==> config.mk <==
export PLATFORM = sky130hd
export DESIGN_NAME = adcsc_regs
export DESIGN_NICKNAME = d
export VERILOG_FILES = /design/src/design/adcsc_pkg.sv /design/src/design/adcsc_cal_ptr.sv /design/src/design/adcsc_cal_regs.sv /design/src/design/adcsc_regs.sv
export SDC_FILE = /design/constraint.sdc
export NUM_CORES = 1
export LEC_CHECK = 0
export BUFFER_PORTS_ARGS = -buffer_cell sky130_fd_sc_hd__buf_2
export CAP_MARGIN = 15
export CORE_UTILIZATION = 58
export DETAILED_ROUTE_END_ITERATION = 10
export PLACE_DENSITY = 0.8
export SLEW_MARGIN = 0
export SYNTH_ARGS = -nofsm -noshare
export SYNTH_HDL_FRONTEND = slang
export SYNTH_HIERARCHICAL = 1
export SYNTH_SLANG_ARGS = --single-unit
==> constraint.sdc <==
create_clock -name ref_clk -period 5.1 [get_ports ref_clk]
set_clock_uncertainty 0.05 [all_clocks]
set_input_delay 1.02 -clock ref_clk [delete_from_list [all_inputs] [get_ports ref_clk]]
set_output_delay 1.02 -clock ref_clk [all_outputs]
set_load 0.01 [all_outputs]
==> src/design/adcsc_pkg.sv <==
package adcsc_pkg;
   // control word layout, as written by the host
   localparam int CTRL_W = 14;
   localparam int CTRL_PM_HI = 9;
   localparam int CTRL_PM_LO = 8;
   localparam int CTRL_RS_HI = 7;
   localparam int CTRL_RS_LO = 6;
   localparam int CTRL_MODE = 5;
   localparam int CTRL_CONV = 4;
   localparam int CTRL_KIND = 3;
   localparam int CTRL_CS_HI = 2;
   localparam int CTRL_CS_LO = 1;
   localparam int CTRL_START = 0;

   // status word layout
   localparam int STAT_W = 16;
   localparam int STAT_BUSY = 14;
   localparam int STAT_PM_HI = 9;
   localparam int STAT_PM_LO = 8;
   localparam int STAT_ONE_HI = 7;
   localparam int STAT_ONE_LO = 6;
   localparam int STAT_MODE = 5;
   localparam int STAT_KIND = 3;
   localparam int STAT_CS_HI = 2;
   localparam int STAT_CS_LO = 1;
   localparam int STAT_CAL = 0;
   localparam logic [15:0] STAT_RESET = 16'h0000;

   // read-select codes
   localparam logic [1:0] RSEL_RESULT = 2'h0;
   localparam logic [1:0] RSEL_SPARE = 2'h1;
   localparam logic [1:0] RSEL_CAL = 2'h2;
   localparam logic [1:0] RSEL_STATUS = 2'h3;

   // calibration selection codes
   localparam logic [1:0] CSEL_ALL = 2'h0;
   localparam logic [1:0] CSEL_GAIN_OFS = 2'h1;
   localparam logic [1:0] CSEL_OFS = 2'h2;
   localparam logic [1:0] CSEL_GAIN = 2'h3;

   // calibration register file
   localparam int CAL_W = 14;
   localparam int CAL_N = 10;
   localparam int CAL_IDX_W = 4;
   localparam logic [3:0] CAL_IDX_GAIN = 4'h0;
   localparam logic [3:0] CAL_IDX_OFS = 4'h1;
   localparam logic [3:0] CAL_IDX_DAC0 = 4'h2;
   localparam logic [3:0] CAL_IDX_LAST = 4'h9;
   localparam logic [13:0] CAL_OFS_RESET = 14'h2000;
   localparam logic [13:0] CAL_OTHER_RESET = 14'h0000;
   localparam logic [1:0] CAL_PAD = 2'h0;
endpackage : adcsc_pkg

==> src/design/adcsc_cal_ptr.sv <==
`timescale 1ns/1ps
// walks the selected calibration set; restart wins over advance
module adcsc_cal_ptr
   import adcsc_pkg::*;
(
   input wire logic ref_clk,
   input wire logic rst,
   input wire logic restart,
   input wire logic advance,
   input wire logic [1:0] sel,
   output logic [CAL_IDX_W-1:0] ptr
);
   logic [CAL_IDX_W-1:0] ptr_q;
   logic [CAL_IDX_W-1:0] ptr_d;
   logic [CAL_IDX_W-1:0] first;
   logic [CAL_IDX_W-1:0] last;

   // first and last entry of each set; dac entries follow gain and offset
   always_comb begin
      first = (sel == CSEL_OFS) ? CAL_IDX_OFS : CAL_IDX_GAIN;
      unique case (sel)
         CSEL_ALL: last = CAL_IDX_LAST;
         CSEL_GAIN_OFS: last = CAL_IDX_OFS;
         CSEL_OFS: last = CAL_IDX_OFS;
         CSEL_GAIN: last = CAL_IDX_GAIN;
      endcase
   end

   // next pointer value
   always_comb begin
      ptr_d = ptr_q;
      if (restart) begin
         ptr_d = first;
      end else if (advance) begin
         if (ptr_q == last) begin
            ptr_d = first;
         end else begin
            ptr_d = ptr_q + 4'h1;
         end
      end
   end

   always_ff @(posedge ref_clk or posedge rst) begin
      if (rst) begin
         ptr_q <= CAL_IDX_GAIN;
      end else begin
         ptr_q <= ptr_d;
      end
   end

   assign ptr = ptr_q;
endmodule : adcsc_cal_ptr

==> src/design/adcsc_cal_regs.sv <==
`timescale 1ns/1ps
// ten calibration words: one write port, two read ports
module adcsc_cal_regs
   import adcsc_pkg::*;
#(
   parameter int N = CAL_N,
   parameter int W = CAL_W
)(
   input wire logic ref_clk,
   input wire logic rst,
   input wire logic wr_en,
   input wire logic [CAL_IDX_W-1:0] wr_idx,
   input wire logic [W-1:0] wr_data,
   input wire logic [CAL_IDX_W-1:0] rd_idx_a,
   output logic [W-1:0] rd_data_a,
   input wire logic [CAL_IDX_W-1:0] rd_idx_b,
   output logic [W-1:0] rd_data_b
);
   logic [W-1:0] mem_q [N];
   logic [W-1:0] mem_d [N];

   // one entry per word; an out-of-range index writes nothing
   for (genvar i = 0; i < N; i++) begin : g_word
      always_comb begin
         mem_d[i] = mem_q[i];
         if (wr_en && (wr_idx == CAL_IDX_W'(i))) begin
            mem_d[i] = wr_data;
         end
      end
      always_ff @(posedge ref_clk or posedge rst) begin
         if (rst) begin
            mem_q[i] <= (i == int'(CAL_IDX_OFS)) ? CAL_OFS_RESET : CAL_OTHER_RESET;
         end else begin
            mem_q[i] <= mem_d[i];
         end
      end
   end

   // reads past the last word return zero
   assign rd_data_a = (int'(rd_idx_a) < N) ? mem_q[rd_idx_a] : '0;
   assign rd_data_b = (int'(rd_idx_b) < N) ? mem_q[rd_idx_b] : '0;
endmodule : adcsc_cal_regs

==> src/design/adcsc_regs.sv <==
`timescale 1ns/1ps
// How it works
// - status word is sixteen bits, read only; writes never change it
// - the status copy is all zero after power-up, until the first status read
// - status bit 15 and bits 13 to 10 always read zero
// - status bit 14 is one during a conversion or a calibration
// - status bits 9 and 8 mirror the power-management control bits
// - status bits 7 and 6 read one on every status read
// - bit 5 shows interface mode, cleared after every read without a control write in that cycle; bit 4 don't care
// - status bit 3 is zero for self, one for system calibration
// - status bit 0 is one while a calibration runs
// - status bits 2 and 1 show the calibration selection code
// - ten readable and writable calibration registers: eight dac, offset, gain
// - calibration runs update the calibration registers without host writes
// - selection 00 all ten, 01 gain and offset, 10 offset, 11 gain
// - pointer restarts on a control write and after the last access of a set
// - pointer restarts at gain, or at offset for offset-only selection
// - pointer steps by one after each access when the set has several
// - host may stop early; the next control write restarts the pointer
// - calibration reads return the two top bits as zero
// - control bits 7 and 6 choose which register a read returns
// - with the start bit clear the selection bits address calibration words
// - calibration words are fourteen data bits under two zero bits
module adcsc_regs
   import adcsc_pkg::*;
(
   input wire logic ref_clk,
   input wire logic rst,
   // control register write, one word per pulse
   input wire logic ctrl_wr_valid,
   input wire logic [CTRL_W-1:0] ctrl_wr_data,
   // calibration word write, one word per pulse
   input wire logic cal_wr_valid,
   input wire logic [CAL_W-1:0] cal_wr_data,
   // read cycle request and its answer
   input wire logic rd_req,
   output logic rd_valid,
   output logic [STAT_W-1:0] rd_data,
   // conversion engine side
   input wire logic [CAL_W-1:0] conv_result,
   input wire logic conv_busy,
   input wire logic cal_busy,
   input wire logic cal_upd_valid,
   input wire logic [CAL_IDX_W-1:0] cal_upd_index,
   input wire logic [CAL_W-1:0] cal_upd_data,
   input wire logic [CAL_IDX_W-1:0] coef_index,
   output logic [CAL_W-1:0] coef_data,
   // decoded control state
   output logic [1:0] power_mgmt,
   output logic interface_mode1,
   output logic calibration_kind,
   output logic [1:0] cal_select,
   output logic conversion_trigger,
   output logic calibration_start_flag,
   output logic conv_start_pulse,
   output logic cal_start_pulse,
   output logic [CAL_IDX_W-1:0] cal_pointer,
   output logic [STAT_W-1:0] status_word
);
   // control register state
   logic [1:0] pm_q, pm_d;
   logic [1:0] rsel_q, rsel_d;
   logic mode_q, mode_d;
   logic conv_q, conv_d;
   logic kind_q, kind_d;
   logic [1:0] csel_q, csel_d;
   logic start_q, start_d;
   logic conv_pls_q, conv_pls_d;
   logic cal_pls_q, cal_pls_d;
   logic conv_busy_q, conv_busy_d;
   logic cal_busy_q, cal_busy_d;

   // read answer state
   logic rd_valid_q, rd_valid_d;
   logic [STAT_W-1:0] rd_data_q, rd_data_d;
   logic [STAT_W-1:0] stat_q, stat_d;

   // glue
   logic [STAT_W-1:0] status_now;
   logic cal_rd;
   logic cal_adv;
   logic [CAL_IDX_W-1:0] ptr;
   logic [1:0] ptr_sel;
   logic [CAL_W-1:0] ptr_word;
   logic rf_wr;
   logic [CAL_IDX_W-1:0] rf_idx;
   logic [CAL_W-1:0] rf_data;
   logic conv_done;
   logic cal_done;

   // previous busy levels; the engine is on this clock, so no synchroniser
   always_comb begin
      conv_busy_d = conv_busy;
      cal_busy_d = cal_busy;
   end

   always_ff @(posedge ref_clk or posedge rst) begin
      if (rst) begin
         conv_busy_q <= 1'b0;
         cal_busy_q <= 1'b0;
      end else begin
         conv_busy_q <= conv_busy_d;
         cal_busy_q <= cal_busy_d;
      end
   end

   // end-of-activity edges; history resets low, the idle level, so no false edge
   assign conv_done = conv_busy_q & ~conv_busy;
   assign cal_done = cal_busy_q & ~cal_busy;

   // control register: a write loads every field, but only sets conv and start; self-clearing bits
   // drop at the end of their activity, but a fresh write wins that cycle
   always_comb begin
      pm_d = pm_q;
      rsel_d = rsel_q;
      mode_d = mode_q;
      conv_d = conv_q;
      kind_d = kind_q;
      csel_d = csel_q;
      start_d = start_q;
      if (conv_done) begin
         conv_d = 1'b0;
      end
      if (cal_done) begin
         start_d = 1'b0;
      end
      if (rd_req) begin
         mode_d = 1'b0;
      end
      if (ctrl_wr_valid) begin
         pm_d = ctrl_wr_data[CTRL_PM_HI:CTRL_PM_LO];
         rsel_d = ctrl_wr_data[CTRL_RS_HI:CTRL_RS_LO];
         mode_d = ctrl_wr_data[CTRL_MODE];
         kind_d = ctrl_wr_data[CTRL_KIND];
         csel_d = ctrl_wr_data[CTRL_CS_HI:CTRL_CS_LO];
         if (ctrl_wr_data[CTRL_CONV]) begin
            conv_d = 1'b1;
         end
         // with start clear the selection only addresses calibration words
         if (ctrl_wr_data[CTRL_START]) begin
            start_d = 1'b1;
         end
      end
   end

   // control flops; pulses and busy history live in their own groups
   always_ff @(posedge ref_clk or posedge rst) begin
      if (rst) begin
         pm_q <= 2'h0;
         rsel_q <= RSEL_RESULT;
         mode_q <= 1'b0;
         conv_q <= 1'b0;
         kind_q <= 1'b0;
         csel_q <= CSEL_ALL;
         start_q <= 1'b0;
      end else begin
         pm_q <= pm_d;
         rsel_q <= rsel_d;
         mode_q <= mode_d;
         conv_q <= conv_d;
         kind_q <= kind_d;
         csel_q <= csel_d;
         start_q <= start_d;
      end
   end

   // start pulses follow every write that sets the bit, so the engine
   // sees a fresh edge even while the level flag is still high
   always_comb begin
      conv_pls_d = ctrl_wr_valid & ctrl_wr_data[CTRL_CONV];
      cal_pls_d = ctrl_wr_valid & ctrl_wr_data[CTRL_START];
   end

   // pulse flops: high for exactly one cycle
   always_ff @(posedge ref_clk or posedge rst) begin
      if (rst) begin
         conv_pls_q <= 1'b0;
         cal_pls_q <= 1'b0;
      end else begin
         conv_pls_q <= conv_pls_d;
         cal_pls_q <= cal_pls_d;
      end
   end

   // live status word; the don't-care bit is driven low
   always_comb begin
      status_now = '0;
      status_now[STAT_BUSY] = conv_busy | cal_busy | conv_q | start_q;
      status_now[STAT_PM_HI:STAT_PM_LO] = pm_q;
      status_now[STAT_ONE_HI] = 1'b1;
      status_now[STAT_ONE_LO] = 1'b1;
      status_now[STAT_MODE] = mode_q;
      status_now[STAT_KIND] = kind_q;
      status_now[STAT_CS_HI:STAT_CS_LO] = csel_q;
      status_now[STAT_CAL] = cal_busy | start_q;
   end

   // a calibration read is a read cycle with read-select on the cal words
   assign cal_rd = rd_req & (rsel_q == RSEL_CAL);
   assign cal_adv = cal_rd | cal_wr_valid;

   // read answer: one cycle after the request, using the select held at
   // the request edge, so a control write in that cycle cannot bend it
   always_comb begin
      rd_valid_d = rd_req;
      rd_data_d = rd_data_q;
      if (rd_req) begin
         unique case (rsel_q)
            RSEL_RESULT: rd_data_d = {CAL_PAD, conv_result};
            RSEL_SPARE: rd_data_d = '0;
            RSEL_CAL: rd_data_d = {CAL_PAD, ptr_word};
            RSEL_STATUS: rd_data_d = status_now;
         endcase
      end
   end

   // answer flops; the data word holds until the next answer
   always_ff @(posedge ref_clk or posedge rst) begin
      if (rst) begin
         rd_valid_q <= 1'b0;
         rd_data_q <= STAT_RESET;
      end else begin
         rd_valid_q <= rd_valid_d;
         rd_data_q <= rd_data_d;
      end
   end

   // status copy only moves on status reads, so it stays zero from reset
   // until the first one
   always_comb begin
      stat_d = stat_q;
      if (rd_req && (rsel_q == RSEL_STATUS)) begin
         stat_d = status_now;
      end
   end

   always_ff @(posedge ref_clk or posedge rst) begin
      if (rst) begin
         stat_q <= STAT_RESET;
      end else begin
         stat_q <= stat_d;
      end
   end

   // register file write port: the calibration engine has priority over
   // the host, since the host is not meant to write during a run
   always_comb begin
      rf_wr = 1'b0;
      rf_idx = ptr;
      rf_data = cal_wr_data;
      if (cal_upd_valid) begin
         rf_wr = 1'b1;
         rf_idx = cal_upd_index;
         rf_data = cal_upd_data;
      end else if (cal_wr_valid) begin
         rf_wr = 1'b1;
      end
   end

   // the walk starts on the selection being written, not the old one
   assign ptr_sel = ctrl_wr_valid ? ctrl_wr_data[CTRL_CS_HI:CTRL_CS_LO] : csel_q;

   // every control write restarts the walk, also ending an aborted one
   adcsc_cal_ptr u_ptr (
      .ref_clk(ref_clk),
      .rst(rst),
      .restart(ctrl_wr_valid),
      .advance(cal_adv),
      .sel(ptr_sel),
      .ptr(ptr)
   );

   adcsc_cal_regs #(
      .N(CAL_N),
      .W(CAL_W)
   ) u_regs (
      .ref_clk(ref_clk),
      .rst(rst),
      .wr_en(rf_wr),
      .wr_idx(rf_idx),
      .wr_data(rf_data),
      .rd_idx_a(ptr),
      .rd_data_a(ptr_word),
      .rd_idx_b(coef_index),
      .rd_data_b(coef_data)
   );

   // outputs, all from flip-flops except the pointer, which is one too
   assign rd_valid = rd_valid_q;
   assign rd_data = rd_data_q;
   assign power_mgmt = pm_q;
   assign interface_mode1 = mode_q;
   assign calibration_kind = kind_q;
   assign cal_select = csel_q;
   assign conversion_trigger = conv_q;
   assign calibration_start_flag = start_q;
   assign conv_start_pulse = conv_pls_q;
   assign cal_start_pulse = cal_pls_q;
   assign cal_pointer = ptr;
   assign status_word = stat_q;
endmodule : adcsc_regs

==> flow_metrics.env <==
export IMPL_nFillCells=1270
export IMPL_status="finished clean"
export IMPL_syn_area_per_cell_um2=12.4
export IMPL_area_delta_synth_final_pct=12.3
export IMPL_grt_pass1_vias=7139
export IMPL_yosysWarnings=6
export IMPL_final_cell_mix="dfrtp_1 (181), mux2i_1 (134), buf_2 (120)"
export IMPL_crit_required_ps=4030
export IMPL_cts_hold_fix_buffers=0
export IMPL_grt_overflow=0
export IMPL_hold_class="register to register"
export IMPL_worst_slack_ps=1170
export IMPL_routedWlPerCell_um=23.7
export IMPL_worstHoldPathCells=1
export IMPL_synth_flop_cell="dfrtp_1"
export IMPL_totalWireLength_um=26700
export IMPL_worstMarginPinSlew_ps=1150
export IMPL_critPathArrivalTime_ps=2860
export IMPL_dieHeight_um=133
export IMPL_io_pin_count=133
export IMPL_hold_end="status_word[7]"
export IMPL_final_util=0.672
export IMPL_drt_iter0_markers=637
export IMPL_dpl_cell_count=1097
export IMPL_post_cts_buffers=0
export IMPL_hold_viol_final=0
export IMPL_critPathSlowestCell="buf_4"
export IMPL_r2r_slack_ps=2130
export IMPL_die_x_um=133
export IMPL_slew_viol_final=0
export IMPL_finalNonFillerCells=1129
export IMPL_rsz0062_at_grt="no"
export IMPL_cpPeakStageDelay_ps=490
export IMPL_numClockSinks=183
export IMPL_leakagePower_uw=0.00519
export IMPL_pre_cts_ws_ps=1250
export IMPL_yosys_register_bits=183
export IMPL_antenna_cells=0
export IMPL_async_flop_share=1.00
export IMPL_path_clk_slew_ps=60
export IMPL_finalSetupViolCount=0
export IMPL_grt_start_max_net_pins=109
export IMPL_finalSetupTns_ps=0
export IMPL_path_max_fanout=34
export IMPL_synthCells=808
export IMPL_drive_above_1_share=0.350
export IMPL_start_util=0.599
export IMPL_synth_edf_count=0
export IMPL_nets=969
export IMPL_seq_area_mm2=0.00458
export IMPL_port_buffers=121
export IMPL_ant_nets=0
export IMPL_critPathLaunchType="input pin"
export IMPL_ir_drop_mv=0.300
export IMPL_clk_latency_ps=440
export IMPL_synthTopCellsByArea="dfrtp_1 (46%), mux2i_1 (13%), mux2_2 (13%), mux2_1 (4.5%), o22ai_1 (2.7%)"
export IMPL_synth_top_area_frac=0.456
export IMPL_root_buffer="clkbuf_16"
export IMPL_yosysTopAreaCell="dfrtp_1"
export IMPL_routed_via_density=6.40
export IMPL_r2r_start="u_ptr/ptr[2]"
export IMPL_fin_crit_ps=3930
export IMPL_drc=0
export IMPL_timing_fmax_mhz=255
export IMPL_place_congestion=0.839
export IMPL_hpwlAfterDp_um=17200
export IMPL_grt_pass1_wl_um=41100
export IMPL_relSlewSlack=0.228
export IMPL_vias=7223
export IMPL_multi_input_area_mm2=0.00493
export IMPL_end_kind="primary output"
export IMPL_finalCritPeriodShare=0.770
export IMPL_synth_seq_area_share=0.458
export IMPL_antenna_found_initial=0
export IMPL_final_common_cell="dfrtp_1"
export IMPL_cts_tree="done"
export IMPL_drv_cap=0
export IMPL_cts_buffers=17
export IMPL_htreeDepth=4
export IMPL_max_clock_path_buffers=2
export IMPL_synth_cell_types=52
export IMPL_critPathKind="input pin to primary output"
export IMPL_netlist_area_mm2=0.0100
export IMPL_std_cell_rows=47
export IMPL_r2r_cells=6
export IMPL_min_delay_start="status_word[7]"
export IMPL_dieArea_mm2=0.0178
export IMPL_track_usage=0.309
export IMPL_p_total_uw=5280
export IMPL_reg2reg_to="u_regs/mem_q[94]"
export IMPL_core_area_mm2=0.0167
export IMPL_cts_resized=0
export IMPL_drtPass1Iterations=5
export IMPL_cp_cell_sequence="buf_4, buf_4, mux2i_1, o22ai_1, nor2_1, o22ai_1, buf_2"
export IMPL_cellPowerDensity_mw_per_mm2=471
## power by group
| part | switching [uW] | leakage (uW) | internal (uW) |
|---|---|---|---|
| sequential | 417 | 0.00221 | 1960 |
| clock | 545 | 0.000303 | 813 |
| combinational | 711 | 0.00268 | 835 |
| total | 1670 | 0.00519 | 3610 |
## layout make-up
cell class | count | share of cell area
Multi-Input combinational cell | 537 | 0.440
Sequential cell | 183 | 0.408
Timing Repair Buffer | 139 | 0.0662
Clock buffer | 26 | 0.0472
Tap cell | 220 | 0.0245
Clock inverter | 6 | 0.00769
Inverter | 18 | 0.00647
## critical path: cells and delay by family
family,cells,cell delay [ps]
buffers and inverters,3,1120
AOI/OAI and AO/OA,2,460
muxes,1,130
and+or+nand+nor,1,90
## state kept, by name (all words and copies together), names as in the netlist, 2 cells and up
name          cells
cal_select        2
rsel_q            2
power_mgmt        2
status_word       9
rd_data          15
u_regs/mem_q    140
u_ptr/ptr         4
## per-layer routing
layer  part of all wire  vias to the layer above  track usage
met5                  0                        -            0
met4              0.033                        0        0.123
met3              0.073                       71       0.0628
met2               0.48                      344        0.502
met1               0.42                     3663        0.407
li1                   -                     3145            -
## synthesized netlist by cell type, types with 3 or more instances
library cell    n
and2_1          4
buf_4          20
buf_2          24
nand4bb_1       7
nor2b_1         5
dfrtp_1       182
nand2b_1       14
inv_1          18
mux2_4         15
buf_6           4
o221ai_1        8
mux2i_1       134
buf_1          15
mux4_2          9
a21oi_1         4
a22oi_1        20
nand2_1        22
o22ai_1        43
nand3b_1        3
o21ai_0        19
mux2_2        116
a221oi_1        9
mux2_1         40
nor2_1         20
clkbuf_1       12
a31oi_1         4
o211ai_1        3
## worst max-delay path by stage
stage,to,cells after the start,slack [ps],startpoint
after floorplan,u_regs/mem_q[0],1,280,rst
after global placement,coef_data[2],7,1250,coef_index[0]
after detailed placement,coef_data[2],7,1250,coef_index[0]
after CTS,coef_data[2],7,1250,coef_index[0]
after global routing,coef_data[2],7,1100,coef_index[0]
final,coef_data[2],7,1170,coef_index[0]
## through the flow
stage          area [um^2]  hold slack, ps
2_1_floorplan        10000             425
3_3_place_gp         10600             429
3_5_place_dp         10600             437
4_1_cts              11200             456
5_1_grt              11200             473
6_report             11200             452
## kinds of logic (layout without fill, tap and decap cells)
logic type      count (synthesis)  in the layout  synth area share
compound gates                119            119            0.0800
buf+inv                        94            189            0.0504
other cells                     1              7          0.000375
fa+ha+maj                       1              1           0.00125
mux                           314            314             0.353
simple gates                   95             95            0.0561
xor+xnor                        1              1          0.000876
flops                         183            183             0.458
(Power assumes the default switching activity.)
